<file path="src/rtl/wecu_consts.svh">
`ifndef WECU_CONSTS_SVH
`define WECU_CONSTS_SVH
// Summary of operation
// - wake pin rising or falling edge raises an event per its enable
// - wake level bit always valid in normal mode, else when an edge is enabled
// - power-on, watchdog fail and frame-detect-error events are always captured
// - every other event is captured only when its enable bit is set
// - captured event sets its status flag, held until software clears it
// - with CAN offline, io supply up and mode normal, standby or sleep, receive-data pin driven low on events
// - capture during sleep requests application supply and standby via reset
// - global summary register shows one bit per event group
// - writing 1 clears a flag, 0 has no effect, many bits per write
// - clearing any flag releases the receive-data pin and starts the delay timer
// - events still captured while timing; pending events re-assert the pin at expiry
// - nothing pending at expiry leaves the pin high
// - status and enable registers readable at any time
// - timer stops in reset, sleep, overtemp, off; pending event signalled in sleep
// - can wake and wake pin edge captures are disabled after power-on
// - sleep request with no regular wake enabled causes a system reset
// - sleep request with any flag pending goes to reset mode instead
// - sleep request with sleep disabled raises spi failure, mode unchanged

// ---------------------------------------------
// register addresses
// ---------------------------------------------
`define WECU_ADDR_SYS_EN 8'h04
`define WECU_ADDR_SUP_EN 8'h1c
`define WECU_ADDR_TRX_EN 8'h23
`define WECU_ADDR_LEVEL 8'h4b
`define WECU_ADDR_WAKE_EN 8'h4c
`define WECU_ADDR_GLOBAL 8'h60
`define WECU_ADDR_SYS_FLAGS 8'h61
`define WECU_ADDR_SUP_FLAGS 8'h62
`define WECU_ADDR_TRX_FLAGS 8'h63
`define WECU_ADDR_WAKE_FLAGS 8'h64

// ---------------------------------------------
// field positions and masks
// ---------------------------------------------
`define WECU_SYS_WDF_BIT 0
`define WECU_SYS_SPIF_BIT 1
`define WECU_SYS_PO_BIT 4
`define WECU_TRX_CW_BIT 0
`define WECU_TRX_FRAME_DETECT_ERROR_FLAG_BIT 5
`define WECU_WAKE_FALL_BIT 0
`define WECU_WAKE_RISE_BIT 1
`define WECU_LEVEL_BIT 1
`define WECU_SYS_ALWAYS 8'h11
`define WECU_TRX_ALWAYS 8'h20
`define WECU_SYS_EN_MASK 8'hee
`define WECU_SUP_EN_MASK 8'hff
`define WECU_TRX_EN_MASK 8'hdf
`define WECU_WAKE_EN_MASK 8'h03
`define WECU_EN_RESET 8'h00
`define WECU_SYS_FLAGS_RESET 8'h10
`define WECU_FLAGS_RESET 8'h00

// ---------------------------------------------
// timing
// ---------------------------------------------
`define WECU_CLK_PERIOD_NS 40
`define WECU_EVENT_DELAY_NS 10000000
`define WECU_EVENT_DELAY_CYC (`WECU_EVENT_DELAY_NS / `WECU_CLK_PERIOD_NS)
`define WECU_DELAY_W 20
`endif

</file>
<file path="src/rtl/wecu_pkg.sv">
package wecu_pkg;
	typedef enum logic [2:0] {
		wecu_mode_normal = 3'b000,
		wecu_mode_standby = 3'b001,
		wecu_mode_sleep = 3'b010,
		wecu_mode_reset = 3'b011,
		wecu_mode_overtemp = 3'b100,
		wecu_mode_off = 3'b101,
		wecu_mode_forced = 3'b110
	} wecu_mode_type;

	typedef struct packed {
		logic valid;
		logic [6:0] addr;
		logic [1:0] nbytes;
		logic [23:0] data;
	} wecu_write_type;

	typedef struct packed {
		logic enter_sleep;
		logic goto_reset;
		logic system_reset;
		logic wake_request;
	} wecu_sleep_out_type;

	typedef struct packed {
		logic sck_prev;
		logic scsn_prev;
		logic [5:0] cnt;
		logic [7:0] sh_in;
		logic [7:0] sh_out;
		logic ro;
		logic [6:0] rd_ptr;
		logic load;
		logic sdo;
		logic sdo_oe;
		logic fail;
		wecu_write_type wr;
	} wecu_spi_state_type;

	typedef struct packed {
		logic [7:0] sys_en;
		logic [7:0] sup_en;
		logic [7:0] trx_en;
		logic [7:0] wake_en;
		logic [7:0] sys_flags;
		logic [7:0] sup_flags;
		logic [7:0] trx_flags;
		logic [7:0] wake_flags;
		logic [19:0] delay_cnt;
		logic delay_run;
		logic rxd_low;
		logic wake_prev;
		logic wake_ok;
		wecu_sleep_out_type sleep_out;
	} wecu_state_type;
endpackage

</file>
<file path="src/rtl/wecu_top.sv">
`timescale 1ns/1ps
`include "wecu_consts.svh"
module wecu_top #(
	parameter int EVENT_DELAY_CYCLES = `WECU_EVENT_DELAY_CYC
) (
	input wire logic ref_clk,
	input wire logic rst_b,
	input wire logic wake_pin,
	input wire logic sck,
	input wire logic scsn_b,
	input wire logic sdi,
	output logic sdo,
	output logic sdo_oe,
	input wire logic [7:0] sys_event,
	input wire logic [7:0] sup_event,
	input wire logic [7:0] trx_event,
	input wire logic can_wake_event,
	input wire wecu_pkg::wecu_mode_type sbc_mode,
	input wire logic can_offline,
	input wire logic io_supply_on,
	input wire logic sleep_disable_bit,
	input wire logic sleep_cmd,
	output logic rxd_low,
	output logic enter_sleep,
	output logic goto_reset,
	output logic system_reset,
	output logic wake_request
);
	wecu_pkg::wecu_state_type s;
	wecu_pkg::wecu_state_type next_s;
	wecu_pkg::wecu_write_type wr;
	logic [3:0] pins_s;
	logic wake_s;
	logic spi_fail;
	logic [6:0] rd_addr;
	logic [7:0] rd_data;
	logic [7:0] clr_sys;
	logic [7:0] clr_sup;
	logic [7:0] clr_trx;
	logic [7:0] clr_wake;
	logic [7:0] cap_sys;
	logic [7:0] cap_sup;
	logic [7:0] cap_trx;
	logic [7:0] cap_wake;
	logic [7:0] src_sys;
	logic [7:0] src_trx;
	logic [7:0] src_wake;
	logic [7:0] wa;
	logic [7:0] wd;
	logic rise;
	logic fall;
	logic slp_fail;
	logic cleared_any;
	logic captured_any;
	logic pending;
	logic pending_next;
	logic regular_en;
	logic stop_mode;
	logic signal_ok;
	logic level_ok;

	// ---------------------------------------------
	// pin synchronisers and register link
	// ---------------------------------------------
	wecu_sync #(
		.WIDTH(4),
		.RST_VAL(4'h4)
	) u_sync (
		.ref_clk(ref_clk),
		.rst_b(rst_b),
		.async_in({wake_pin, scsn_b, sck, sdi}),
		.sync_out(pins_s)
	);

	assign wake_s = pins_s[3];

	wecu_spi u_spi (
		.ref_clk(ref_clk),
		.rst_b(rst_b),
		.sck_s(pins_s[1]),
		.scsn_s(pins_s[2]),
		.sdi_s(pins_s[0]),
		.rd_data(rd_data),
		.rd_addr(rd_addr),
		.wr(wr),
		.spi_fail(spi_fail),
		.sdo(sdo),
		.sdo_oe(sdo_oe)
	);

	// ---------------------------------------------
	// read mux, no read side effects
	// ---------------------------------------------
	assign level_ok = (sbc_mode == wecu_pkg::wecu_mode_normal)
		|| (|s.wake_en[`WECU_WAKE_RISE_BIT:`WECU_WAKE_FALL_BIT]);

	always_comb
	begin
		rd_data = 8'h00;
		case ({1'b0, rd_addr})
			`WECU_ADDR_SYS_EN: rd_data = s.sys_en;
			`WECU_ADDR_SUP_EN: rd_data = s.sup_en;
			`WECU_ADDR_TRX_EN: rd_data = s.trx_en;
			`WECU_ADDR_WAKE_EN: rd_data = s.wake_en;
			`WECU_ADDR_LEVEL: rd_data[`WECU_LEVEL_BIT] = level_ok & wake_s;
			`WECU_ADDR_GLOBAL:
			begin
				rd_data[0] = |s.sys_flags;
				rd_data[1] = |s.sup_flags;
				rd_data[2] = |s.trx_flags;
				rd_data[3] = |s.wake_flags;
			end
			`WECU_ADDR_SYS_FLAGS: rd_data = s.sys_flags;
			`WECU_ADDR_SUP_FLAGS: rd_data = s.sup_flags;
			`WECU_ADDR_TRX_FLAGS: rd_data = s.trx_flags;
			`WECU_ADDR_WAKE_FLAGS: rd_data = s.wake_flags;
			default: rd_data = 8'h00;
		endcase
	end

	// ---------------------------------------------
	// event capture, delay timer and sleep guard
	// ---------------------------------------------
	always_comb
	begin
		next_s = s;
		next_s.sleep_out = '0;
		clr_sys = 8'h00;
		clr_sup = 8'h00;
		clr_trx = 8'h00;
		clr_wake = 8'h00;
		wa = 8'h00;
		wd = 8'h00;

		// first sample after reset only arms the edge detector
		rise = s.wake_ok & ~s.wake_prev & wake_s;
		fall = s.wake_ok & s.wake_prev & ~wake_s;
		next_s.wake_prev = wake_s;
		next_s.wake_ok = 1'b1;

		// register writes, bytes past the map are dropped
		for (int i = 0; i < 3; i++)
		begin
			wa = {1'b0, wr.addr} + 8'(i);
			wd = wr.data[8*i +: 8];
			if (wr.valid && (2'(i) < wr.nbytes))
			begin
				case (wa)
					`WECU_ADDR_SYS_EN: next_s.sys_en = wd & `WECU_SYS_EN_MASK;
					`WECU_ADDR_SUP_EN: next_s.sup_en = wd & `WECU_SUP_EN_MASK;
					`WECU_ADDR_TRX_EN: next_s.trx_en = wd & `WECU_TRX_EN_MASK;
					`WECU_ADDR_WAKE_EN: next_s.wake_en = wd & `WECU_WAKE_EN_MASK;
					`WECU_ADDR_SYS_FLAGS: clr_sys = wd;
					`WECU_ADDR_SUP_FLAGS: clr_sup = wd;
					`WECU_ADDR_TRX_FLAGS: clr_trx = wd;
					`WECU_ADDR_WAKE_FLAGS: clr_wake = wd;
					default: ;
				endcase
			end
		end

		pending = (|s.sys_flags) | (|s.sup_flags) | (|s.trx_flags)
			| (|s.wake_flags);
		regular_en = s.trx_en[`WECU_TRX_CW_BIT]
			| s.wake_en[`WECU_WAKE_RISE_BIT] | s.wake_en[`WECU_WAKE_FALL_BIT];

		// sleep guard, disable bit first since it leaves the mode alone
		slp_fail = 1'b0;
		if (sleep_cmd)
		begin
			if (sleep_disable_bit)
				slp_fail = 1'b1;
			else if (!regular_en)
				next_s.sleep_out.system_reset = 1'b1;
			else if (pending)
				next_s.sleep_out.goto_reset = 1'b1;
			else
				next_s.sleep_out.enter_sleep = 1'b1;
		end

		// capture sources gated by enables, fixed sources bypass them
		src_sys = sys_event;
		src_sys[`WECU_SYS_SPIF_BIT] = sys_event[`WECU_SYS_SPIF_BIT] | spi_fail | slp_fail;
		src_trx = trx_event;
		src_trx[`WECU_TRX_CW_BIT] = trx_event[`WECU_TRX_CW_BIT] | can_wake_event;
		src_wake = 8'h00;
		src_wake[`WECU_WAKE_RISE_BIT] = rise;
		src_wake[`WECU_WAKE_FALL_BIT] = fall;
		cap_sys = src_sys & (s.sys_en | `WECU_SYS_ALWAYS);
		cap_sup = sup_event & s.sup_en;
		cap_trx = src_trx & (s.trx_en | `WECU_TRX_ALWAYS);
		cap_wake = src_wake & s.wake_en;

		// set beats clear when both land in one cycle
		next_s.sys_flags = (s.sys_flags & ~clr_sys) | cap_sys;
		next_s.sup_flags = (s.sup_flags & ~clr_sup) | cap_sup;
		next_s.trx_flags = (s.trx_flags & ~clr_trx) | cap_trx;
		next_s.wake_flags = (s.wake_flags & ~clr_wake) | cap_wake;

		cleared_any = (|(s.sys_flags & clr_sys)) | (|(s.sup_flags & clr_sup))
			| (|(s.trx_flags & clr_trx)) | (|(s.wake_flags & clr_wake));
		captured_any = (|cap_sys) | (|cap_sup) | (|cap_trx) | (|cap_wake);
		pending_next = (|next_s.sys_flags) | (|next_s.sup_flags)
			| (|next_s.trx_flags) | (|next_s.wake_flags);

		if (captured_any && sbc_mode == wecu_pkg::wecu_mode_sleep)
			next_s.sleep_out.wake_request = 1'b1;

		// delay timer
		stop_mode = (sbc_mode == wecu_pkg::wecu_mode_reset)
			|| (sbc_mode == wecu_pkg::wecu_mode_sleep)
			|| (sbc_mode == wecu_pkg::wecu_mode_overtemp)
			|| (sbc_mode == wecu_pkg::wecu_mode_off);
		if (stop_mode)
		begin
			next_s.delay_run = 1'b0;
			next_s.delay_cnt = '0;
		end
		else if (cleared_any)
		begin
			next_s.delay_run = 1'b1;
			next_s.delay_cnt = '0;
		end
		else if (s.delay_run)
		begin
			if (s.delay_cnt == `WECU_DELAY_W'(EVENT_DELAY_CYCLES - 1))
				next_s.delay_run = 1'b0;
			else
				next_s.delay_cnt = s.delay_cnt + `WECU_DELAY_W'(1);
		end

		// pin is only pulled while the host can see it
		signal_ok = can_offline && io_supply_on
			&& ((sbc_mode == wecu_pkg::wecu_mode_normal)
			|| (sbc_mode == wecu_pkg::wecu_mode_standby)
			|| (sbc_mode == wecu_pkg::wecu_mode_sleep));
		next_s.rxd_low = signal_ok && pending_next && !next_s.delay_run;
	end

	always_ff @(posedge ref_clk or negedge rst_b)
	begin
		if (!rst_b)
		begin
			s <= '0;
			s.sys_en <= `WECU_EN_RESET;
			s.sup_en <= `WECU_EN_RESET;
			s.trx_en <= `WECU_EN_RESET;
			s.wake_en <= `WECU_EN_RESET;
			s.sys_flags <= `WECU_SYS_FLAGS_RESET;
			s.sup_flags <= `WECU_FLAGS_RESET;
			s.trx_flags <= `WECU_FLAGS_RESET;
			s.wake_flags <= `WECU_FLAGS_RESET;
		end
		else
			s <= next_s;
	end

	assign rxd_low = s.rxd_low;
	assign enter_sleep = s.sleep_out.enter_sleep;
	assign goto_reset = s.sleep_out.goto_reset;
	assign system_reset = s.sleep_out.system_reset;
	assign wake_request = s.sleep_out.wake_request;
endmodule

</file>
<file path="src/rtl/wecu_sync.sv">
`timescale 1ns/1ps
module wecu_sync #(
	parameter int WIDTH = 1,
	parameter logic [WIDTH-1:0] RST_VAL = '0
) (
	input wire logic ref_clk,
	input wire logic rst_b,
	input wire logic [WIDTH-1:0] async_in,
	output logic [WIDTH-1:0] sync_out
);
	typedef struct packed {
		logic [WIDTH-1:0] meta;
		logic [WIDTH-1:0] sync;
	} wecu_sync_state_type;

	wecu_sync_state_type s;
	wecu_sync_state_type next_s;

	// first stage feeds only the second
	always_comb
	begin
		next_s.meta = async_in;
		next_s.sync = s.meta;
	end

	always_ff @(posedge ref_clk or negedge rst_b)
	begin
		if (!rst_b)
			s <= {RST_VAL, RST_VAL};
		else
			s <= next_s;
	end

	assign sync_out = s.sync;
endmodule

</file>
<file path="src/rtl/wecu_spi.sv">
`timescale 1ns/1ps
module wecu_spi (
	input wire logic ref_clk,
	input wire logic rst_b,
	input wire logic sck_s,
	input wire logic scsn_s,
	input wire logic sdi_s,
	input wire logic [7:0] rd_data,
	output logic [6:0] rd_addr,
	output wecu_pkg::wecu_write_type wr,
	output logic spi_fail,
	output logic sdo,
	output logic sdo_oe
);
	wecu_pkg::wecu_spi_state_type s;
	wecu_pkg::wecu_spi_state_type next_s;
	logic [7:0] sin;
	logic len_ok;

	// ---------------------------------------------
	// frame engine, sample on falling sck, shift on rising
	// ---------------------------------------------
	always_comb
	begin
		next_s = s;
		sin = {s.sh_in[6:0], sdi_s};
		len_ok = (s.cnt == 6'd16) || (s.cnt == 6'd24) || (s.cnt == 6'd32);
		next_s.wr.valid = 1'b0;
		next_s.fail = 1'b0;
		next_s.load = 1'b0;
		next_s.sck_prev = sck_s;
		next_s.scsn_prev = scsn_s;
		next_s.sdo_oe = ~scsn_s;
		if (s.load)
			next_s.sh_out = rd_data;
		if (scsn_s)
		begin
			// writes commit only at deselect, so a torn frame writes nothing
			if (!s.scsn_prev && !s.ro && s.cnt != 6'd0)
			begin
				if (len_ok)
				begin
					next_s.wr.valid = 1'b1;
					next_s.wr.nbytes = 2'(s.cnt[5:3] - 3'd1);
				end
				else
					next_s.fail = 1'b1;
			end
			next_s.cnt = 6'd0;
			next_s.ro = 1'b0;
			next_s.sh_out = 8'h00;
		end
		else
		begin
			if (s.sck_prev && !sck_s)
			begin
				next_s.sh_in = sin;
				if (s.cnt != 6'd63)
					next_s.cnt = s.cnt + 6'd1;
				if (s.cnt[2:0] == 3'd7)
				begin
					next_s.load = 1'b1;
					case (s.cnt[5:3])
						3'd0:
						begin
							next_s.wr.addr = sin[7:1];
							next_s.ro = sin[0];
							next_s.rd_ptr = sin[7:1];
						end
						3'd1:
						begin
							next_s.wr.data[7:0] = sin;
							next_s.rd_ptr = s.rd_ptr + 7'd1;
						end
						3'd2:
						begin
							next_s.wr.data[15:8] = sin;
							next_s.rd_ptr = s.rd_ptr + 7'd1;
						end
						3'd3:
						begin
							next_s.wr.data[23:16] = sin;
							next_s.rd_ptr = s.rd_ptr + 7'd1;
						end
						default:
							next_s.load = 1'b0;
					endcase
				end
			end
			if (!s.sck_prev && sck_s)
			begin
				next_s.sdo = s.sh_out[7];
				next_s.sh_out = {s.sh_out[6:0], 1'b0};
			end
		end
	end

	always_ff @(posedge ref_clk or negedge rst_b)
	begin
		if (!rst_b)
		begin
			s <= '0;
			s.sck_prev <= 1'b0;
			s.scsn_prev <= 1'b1;
		end
		else
			s <= next_s;
	end

	assign rd_addr = s.rd_ptr;
	assign wr = s.wr;
	assign spi_fail = s.fail;
	assign sdo = s.sdo;
	assign sdo_oe = s.sdo_oe;
endmodule

</file>
<file path="config.mk">
export PLATFORM = sky130hd
export DESIGN_NAME = wecu_top
export DESIGN_NICKNAME = d
export VERILOG_FILES = /design/src/rtl/wecu_pkg.sv /design/src/rtl/wecu_top.sv /design/src/rtl/wecu_sync.sv /design/src/rtl/wecu_spi.sv
export VERILOG_INCLUDE_DIRS = /design/src /design/src/rtl
export SDC_FILE = /design/constraint.sdc
export NUM_CORES = 1
export LEC_CHECK = 0
export BUFFER_PORTS_ARGS = -buffer_cell sky130_fd_sc_hd__buf_2
export CORE_MARGIN = 2
export CORE_UTILIZATION = 30
export CTS_BUF_LIST = sky130_fd_sc_hd__clkbuf_4 sky130_fd_sc_hd__clkbuf_8
export DETAILED_ROUTE_END_ITERATION = 8
export PLACE_DENSITY = 0.56
export SLEW_MARGIN = 20
export SYNTH_ARGS = -nofsm -noshare
export SYNTH_HDL_FRONTEND = slang
export SYNTH_SLANG_ARGS = --single-unit
</file>
<file path="constraint.sdc">
create_clock -name ref_clk -period 3.5 [get_ports ref_clk]
set_clock_uncertainty 0.1 [all_clocks]
set_input_delay 0.875 -clock ref_clk [delete_from_list [all_inputs] [get_ports ref_clk]]
set_output_delay 0.875 -clock ref_clk [all_outputs]
set_load 0.02 [all_outputs]
</file>
# Word level (Yosys, flattened, before mapping)
# Index checks and enable logic that the tools add are counted.
[word_totals]
out_inout_bits = 7
reg_bits = 170
inputBits = 38
elab_cells = 278
[classes]
n_addsub = 6
muxes = 74
reduce_logical = 65
eq_ne = 49
n_lt_le_gt_ge = 3
bitwise_logic = 45
[ops]
columns = ["op", "count"]
rows = [
  ["$mux 8", 38],
  ["$reduce_or 8->1", 16],
  ["$mux 32", 3],
  ["$and 8x8->8", 11],
  ["$eq 7x7->1 const B", 12],
  ["$eq 8x7->1 const B", 10],
  ["$mux 21", 3],
  ["$not 8->8", 4],
  ["$or 8x8->8", 4],
  ["$pmux 4 s8", 1],
  ["$mux 9", 3],
  ["$add 20x1->20 const B", 1],
  ["$eq 20x18->1 const B", 1],
  ["$mux 20", 1],
  ["$reduce_and 4->1", 5],
  ["$pmux 2 s9", 1],
  ["$or 1x1->1", 17],
  ["$eq 8x3->1 const B", 2],
  ["$eq 8x5->1 const B", 2],
  ["$eq 8x6->1 const B", 2],
  ["$eq 7x3->1 const B", 2],
  ["$eq 7x5->1 const B", 2],
  ["$eq 7x6->1 const B", 2],
  ["$mux 14", 1],
  ["36 further kinds", 98],
]

# Depth between registers and ports, before layout
# Gate-level depths: netlist of run 1.
[logic_depth]
word_depth = 16
mapped_depth = 14
depth_no_buf = 10

# By module
# Synthesis of run 1 repeated with hierarchy kept, for this count alone.
[hier_totals]
cells_unflattened = 1135
area_unflattened_um2 = 10593.9
[by_module_without_submodules]
columns = ["module", "cells_per_inst", "seq_area_each_um2", "n_inst", "area_each_um2"]
rows = [
  ["wecu_top", 845, 2303.5, 1, 7003.0],
  ["wecu_spi", 282, 1727.9, 1, 3388.2],
  ["wecu_sync", 8, 202.7, 1, 202.7],
]

# Least setup slack after synthesis of run 1
# Ideal clock, no wire load.
[synth_timing]
kind = "register to register"
startpoint = "register u_spi.s (netlist bit u_spi.wr[28])"
endpoint = "register s[12] (netlist name)"
stages_incl_launch_ff = 13
required_ns = 3.304
setup_slack_ns = 0.039
period_less_slack_ns = 3.461
t_arrival_ns = 3.265
setup_time_ns = 0.096
path_buffers = 2
cell_sequence = "dfrtp_1 -> ha_1 -> and3b_1 -> o211a_1 -> o21a_1 -> buf_6 -> a311o_1 -> a211oi_1 -> nand4_1 -> or4_1 -> or4_4 -> buf_6 -> a311oi_2"
[synth_via]
elab_chain_cells = 14
word_cells_on_any_way = 54
classes_between = "add/sub: 2; eq/ne: 13; mux: 26; bitwise: 7; reduce/logical: 6"
[synth_rtl]
columns = ["element", "line", "text"]
rows = [
  ["start: declaration", "wecu_spi.sv:15", "wecu_pkg::wecu_spi_state_type s;"],
  ["start signal: assignment", "wecu_spi.sv:107", "s <= next_s;"],
  ["branches (longest 11 deep; another with $add 7x1->8)", "n/a", ""],
  ["$or 1x1->1 *", "wecu_top.sv:201", "| (|(s.trx_flags & clr_trx)) | (|(s.wake_flags & clr_wake));"],
  ["$ne 3x3->1 (no source line) (tied with other cells)", "n/a", ""],
  ["$reduce_and 2->1 (no source line) / $mux 21 (equally long branches)", "n/a", ""],
  ["end signal: assignment", "wecu_top.sv:255", "s <= next_s;"],
  ["end: declaration", "wecu_top.sv:29", "wecu_pkg::wecu_state_type s;"],
]
# Every way passes the cells marked *.
# A chain may end at the register's enable or synchronous reset.

# Worst setup path after layout of run 1
[layout_timing]
startpoint = "register u_spi.s (netlist bit u_spi.wr[27])"
endpoint = "register s[11] (netlist name)"
# The elaborated chain is that of the path after synthesis.

==> results of run 1 <==
-- report_power, final --
| part | switching (uW) | internal [uW] |
|---|---|---|
| clock | 833 | 682 |
| sequential | 95.9 | 2000 |
| combinational | 113 | 82.2 |
| total | 1040 | 2760 |
-- flip-flops by register name, indices dropped and copies added (netlist names), 4 cells and up --
name             cells
u_sync.sync_out      4
u_spi.rd_addr        7
s                   87
u_sync.next_s        4
u_spi.s             25
u_spi.wr            34
-- worst max path at each step --
stage	startpoint	end	slack (ps)
floorplan	u_spi.wr[28]$_DFFE_PN0P_	s[12]$_DFFE_PN0P_	40
global placement	u_spi.wr[27]$_DFFE_PN0P_	rxd_low$_DFF_PN0_	-380
detailed placement	u_spi.wr[27]$_DFFE_PN0P_	rxd_low$_DFF_PN0_	-480
CTS	u_spi.wr[27]$_DFFE_PN0P_	s[23]$_DFFE_PN0P_	-160
global route	u_spi.wr[27]$_DFFE_PN0P_	s[23]$_DFFE_PN0P_	-310
finish	u_spi.wr[27]$_DFFE_PN0P_	s[11]$_DFFE_PN0P_	-220
-- cells in the final DEF, fill, tap and decap left out, drive strengths merged, types with 15 or more instances in the layout --
cell type	Yosys	final
nor2	62	62
nor3	22	22
inv	38	44
nand3	38	38
o2111ai	15	15
o21ai	66	66
buf	20	199
xor2	18	18
a21oi	39	39
dfrtp	165	165
nor4	23	23
nand4	29	29
mux2	52	52
and2	21	21
mux2i	29	29
a22oi	16	16
clkbuf	43	19
nand2	136	136
-- through the flow --
stage / utilization (%) / cells / hold WS [ps] / cell area, um^2 / total power (uW)
detailed placement: 35.3 / 1618 / 239 / 11500 / 2320
CTS: 37.4 / 1659 / 263 / 12100 / 3840
floorplan: - / 1052 / 231 / 9860 / 2160
finish: 37.9 / 1663 / 238 / 12300 / 3800
global route: 37.9 / 1663 / 270 / 12300 / 3960
global placement: 35.3 / 1618 / 233 / 11500 / 2310
-- critical path, cell delays in order, from the launching register on --
cell      delay, ps
dfrtp_1         440
ha_4            190
and3b_1         190
o211a_4         290
buf_4           180
o211a_1         280
a22o_1          270
a21oi_1         170
nand4_1         120
or4_4           590
or4_4           620
a311oi_2        210
-- what timing repair did --
| item | in CTS | in global routing |
|---|---|---|
| buffers inserted | 8 | 4 |
| pin swaps | 28 | 14 |
| hold buffers | 0 | 0 |
| resized for setup | 37 | 33 |
| setup endpoints to repair | 22 | 22 |
| cloned | 1 | 0 |
-- cell families after synthesis --
logic type               synth area share, %
XOR/XNOR                                2.47
AO/OA/AOI/OAI                           18.7
adder cells (fa/ha/maj)                 1.65
flip-flops                              42.9
AND/OR/NAND/NOR                         20.9
multiplexers                            8.88
other                                 0.0380
buffers and inverters                   4.47
-- cells in the mapped netlist (all sizes together), types with 7 or more instances --
cell     number
dfrtp       165
nand2       136
o21ai        66
nor2         62
mux2         52
clkbuf       43
a21oi        39
inv          38
nand3        38
mux2i        29
nand4        29
nor4         23
nor3         22
and2         21
buf          20
xor2         18
a22oi        16
o2111ai      15
a22o         14
and4         14
o211ai       14
and3         13
ha           13
a222oi       10
a32o         10
xnor2         9
a31oi         8
a41oi         7
-- layer usage --
| metal | vias to the layer above | GRT usage (%) | wire (um) |
|---|---|---|---|
| met3 | 105 | 5.17 | 2930 |
| met4 | 0 | 12.0 | 2050 |
| met5 | - | 0 | 0 |
| met1 | 4566 | 29.4 | 16100 |
| met2 | 408 | 36.9 | 17600 |
| li1 | 4243 | - | - |
-- final cells by class --
cell class	instances	share of cell area (%)
Clock buffer	19	2.07
Clock inverter	13	1.28
Inverter	38	1.16
Multi-Input combinational cell	783	44.8
Sequential cell	169	34.4
Tap cell	442	4.49
Timing Repair Buffer	199	11.8
==> impl_metrics.env, run 1 <==
export IMPL_ir_worst_vdd_uv=235
export IMPL_max_freq_mhz=269
export IMPL_path_clk_slew_ps=110
export IMPL_seq_area_mm2=0.00424
export IMPL_timing_slew_headroom_pct=39.2
export IMPL_core_mm2=0.0325
export IMPL_synth_seq_cells=169
export IMPL_crit_path_start_kind="register"
export IMPL_grt_pass1_wl_um=58700
export IMPL_setup_viol=22
export IMPL_drt_iter0_drc=880
export IMPL_place_gp_congestion=1.00
export IMPL_nets=1259
export IMPL_dieArea_mm2=0.0343
export IMPL_ys_warnings_count=0
export IMPL_post_place_ws_ps=-479
export IMPL_period_share_pct=106
export IMPL_finalSetupTns_ps=-3460
export IMPL_hold_viol_final=0
export IMPL_leakage_uw=0.00547
export IMPL_clock_sinks=169
export IMPL_synthArstFlopShare_pct=100
export IMPL_fillers=3245
export IMPL_drv_slew=0
export IMPL_drv_cap=0
export IMPL_syn_area_mm2=0.00986
export IMPL_yosysSeqAreaShare_pct=42.9
export IMPL_drcViolationCount=0
export IMPL_ant_nets=0
export IMPL_violations="setup timing"
export IMPL_rsz0062_at_grt="yes"
export IMPL_synth_flop_cell="dfrtp_1"
export IMPL_synth_top_cell_by_area="dfrtp_1"
export IMPL_synth_nets=1103
export IMPL_vias_per_cell=5.61
export IMPL_status="complete, but fails checks"
export IMPL_required_ps=3810
export IMPL_start_util_pct=30.4
export IMPL_r2r_end="s[11]$_DFFE_PN0P_"
export IMPL_cts_tree="done"
export IMPL_crit_type="register to register"
export IMPL_critical_path_arrival_ps=4030
export IMPL_cts_root_buffer="clkbuf_8"
export IMPL_r2r_start="u_spi.wr[27]$_DFFE_PN0P_"
export IMPL_htree_levels=4
export IMPL_pin_count=45
export IMPL_grt_max_degree=63
export IMPL_clockBufferDepth=2
export IMPL_grtUsageTotal_pct=23.2
export IMPL_io_buffers=44
export IMPL_power_density_mw_per_mm2=309
export IMPL_firstDrtPassIters=5
export IMPL_tightest_slew_ps=900
export IMPL_die_w_um=185
export IMPL_postSynthAreaPerCell_um2=9.38
export IMPL_vias=9322
export IMPL_ff2ff_path_depth=11
export IMPL_syn_to_final_growth_pct=24.8
export IMPL_grt_pass1_vias=9320
export IMPL_cts_made_buffers=17
export IMPL_netlist_area_leader_share_pct=41.9
export IMPL_hpwlAfterDp_um=29700
export IMPL_overflow=0
export IMPL_fin_crit_ps=3720
export IMPL_cp_max_fo=9
export IMPL_clkLatencyLatePin_ps=500
export IMPL_multi_input_area_mm2=0.00551
export IMPL_synth_area_top_cells="dfrtp_1 42%, mux2_2 5.9%, nand2_1 5.2%, o21ai_0 3.2%, mux2i_1 2.9%"
export IMPL_hold_path_class="input port to async pin"
export IMPL_wl_per_cell_um=23.2
export IMPL_die_h_um=185
export IMPL_antenna_found_initial=1
export IMPL_worst_slack_ps=-217
export IMPL_synth_edf_count=0
export IMPL_rrSetupSlack_ps=-220
export IMPL_endpoint_kind="register"
export IMPL_synthCells=1052
export IMPL_antennaDiodeCount=0
export IMPL_synth_distinct_cells=80
export IMPL_routed_wl_um=38700
export IMPL_layout_drive_gt1_share_pct=28.2
export IMPL_num_rows=66
Note: power is estimated with default switching activity, not from simulation.
==> inputs of run 2 (changes only) <==
- CORE_ASPECT_RATIO: unset -> 1.2
==> run 2 against run 1 <==
  * The flow still finishes with violations (setup timing)
  * Clock power decreased by 9%
  * Clock-buffer cell count unchanged
  * First-iteration DRC count increased by 6.0%
==> impl_metrics.env, run 2 (synthesis gave the netlist of run 1 again) <==
export IMPL_finalSetupTns_ps=-1400
export IMPL_antennaDiodeCount=0
export IMPL_ant_nets=0
export IMPL_dieArea_mm2=0.0343
export IMPL_layout_drive_gt1_share_pct=26.8
export IMPL_endpoint_kind="register"
export IMPL_rrSetupSlack_ps=-100
export IMPL_fin_crit_ps=3600
export IMPL_hold_path_class="input port to async pin"
export IMPL_leakage_uw=0.00539
export IMPL_seqPwrFrac_pct=56.9
export IMPL_critical_path_arrival_ps=3930
export IMPL_worst_slack_ps=-105
export IMPL_start_util_pct=30.5
export IMPL_core_mm2=0.0323
export IMPL_firstDrtPassIters=7
export IMPL_drv_slew=0
export IMPL_critical_path_max_stage_delay_ps=690
export IMPL_timing_slew_headroom_pct=32.6
export IMPL_period_share_pct=103
export IMPL_fillers=3269
export IMPL_vias=9256
export IMPL_cts_root_buffer="clkbuf_8"
export IMPL_cp_max_fo=7
export IMPL_setup_viol=19
export IMPL_die_h_um=203
export IMPL_p_int_uw=2670
export IMPL_drcViolationCount=0
export IMPL_num_rows=72
export IMPL_antenna_found_initial=0
export IMPL_path_clk_slew_ps=100
export IMPL_cts_made_buffers=17
export IMPL_overflow=0
export IMPL_vias_per_cell=5.73
export IMPL_rsz0062_at_grt="yes"
export IMPL_required_ps=3820
export IMPL_io_buffers=44
export IMPL_largest_reg_flops=87
export IMPL_clockBufferDepth=2
export IMPL_die_w_um=170
export IMPL_post_place_ws_ps=-322
export IMPL_mostFrequentLayoutCells="164 x dfrtp_1, 136 x nand2_1, 132 x buf_4, 64 x o21ai_0, 52 x mux2_2"
export IMPL_critPathTopFamily="simple AND/OR/NAND/NOR gates"
export IMPL_tightest_slew_ps=1000
export IMPL_mostFrequentLayoutCell="dfrtp_1"
export IMPL_max_freq_mhz=277
export IMPL_cts_hold_buf=0
export IMPL_cts_tree="done"
export IMPL_drv_cap=0
export IMPL_status="complete, but fails checks"
export IMPL_syn_to_final_growth_pct=22.1
export IMPL_clock_sinks=169
export IMPL_routed_wl_um=38800
export IMPL_path_cells="ha_2 -> buf_6 -> xor2_4 -> buf_6 -> nor3_4 -> buf_12 -> buf_4 -> buf_4 -> a41o_1 -> a31oi_1 -> a2bb2oi_1 -> nand4_1 -> or4_4 -> buf_6 -> nor2_2"
export IMPL_p_comb_share_pct=5.4
export IMPL_drt_iter0_drc=933
export IMPL_hold_viol_final=0
export IMPL_hpwlAfterDp_um=30200
export IMPL_htree_levels=4
export IMPL_grtUsageTotal_pct=22.9
export IMPL_violations="setup timing"
export IMPL_crit_path_start_kind="register"
export IMPL_multi_input_area_mm2=0.00543
export IMPL_crit_buf_inv=6
export IMPL_ir_worst_vdd_uv=191
export IMPL_seq_area_mm2=0.00424
export IMPL_wl_per_cell_um=24.0
export IMPL_cp_slowest_cell="or4_4"
export IMPL_crit_type="register to register"
export IMPL_grt_pass1_wl_um=58300
export IMPL_p_sw_uw=1000
export IMPL_nets=1246
export IMPL_grt_max_degree=56
export IMPL_clkPwrFrac_pct=37.7
export IMPL_power_density_mw_per_mm2=305
export IMPL_place_gp_congestion=1.07
export IMPL_grt_pass1_vias=9160
export IMPL_swShare_pct=27.3
export IMPL_cpMostUsedCell="buf_6"
export IMPL_clkLatencyLatePin_ps=490
export IMPL_top_register="s"
export IMPL_pin_count=45
run 2: layout make-up:
type,count,share of cell area (%)
clock buffer,19,2.07
clock inverter,12,0.987
inverter,38,1.18
multi-input combinational,783,45.1
sequential,169,35.2
tap,407,4.23
timing repair buffer,186,11.3
run 2: worst paths after layout:
check | to | startpoint | cells past startpoint
max | s[17]$_DFFE_PN0P_ | u_spi.wr[28]$_DFFE_PN0P_ | 15
min | u_sync.next_s[1]$_DFF_PN0_ | rst_b | 1
max reg2reg | s[17]$_DFFE_PN0P_ | u_spi.wr[28]$_DFFE_PN0P_ | 15
min reg2reg | u_sync.sync_out[3]$_DFF_PN0_ | u_sync.next_s[3]$_DFF_PN0_ | 0
max in group asynchronous | u_spi.wr[29]$_DFFE_PN0P_ | rst_b | 2
min in group ref_clk | u_sync.sync_out[3]$_DFF_PN0_ | u_sync.next_s[3]$_DFF_PN0_ | 0
run 2: power groups by stage:
stage / clock network [uW] / logic (uW) / registers, uW
2_1_floorplan: 0 / 84.2 / 2080
3_3_place_gp: 0 / 183 / 2120
3_5_place_dp: 0 / 187 / 2130
4_1_cts: 1400 / 201 / 2090
5_1_grt: 1470 / 221 / 2100
6_report: 1380 / 199 / 2090
run 2: repair_timing:
action                     4_1_cts  5_1_grt
buffers inserted                 4        0
setup endpoints to repair       22       22
pin swaps                       28        7
resized for setup               39       14
cloned                           1        0
hold endpoints to repair         0        0
run 2: per-layer routing:
layer | vias to the layer above | global-route usage [%] | routed length (um) | share of wire, %
met1 | 4585 | 27.1 | 15600 | 40
met3 | 126 | 3.49 | 1710 | 4.4
met2 | 333 | 38.0 | 18600 | 48
met4 | 0 | 15.8 | 2940 | 7.6
li1 | 4212 | - | - | -
met5 | - | 0 | 0 | 0
run 2: stage by stage:
step | cells | cell area (um^2) | utilization (%) | total power, uW | hold slack [ps]
after detailed placement | 1578 | 11400 | 35.2 | 2310 | 236
after global routing | 1614 | 12000 | 37.2 | 3790 | 250
after CTS | 1614 | 12000 | 37.0 | 3690 | 230
after global placement | 1578 | 11400 | 35.2 | 2310 | 234
final | 1614 | 12000 | 37.2 | 3670 | 232
after floorplan | 1052 | 9860 | - | 2160 | 231
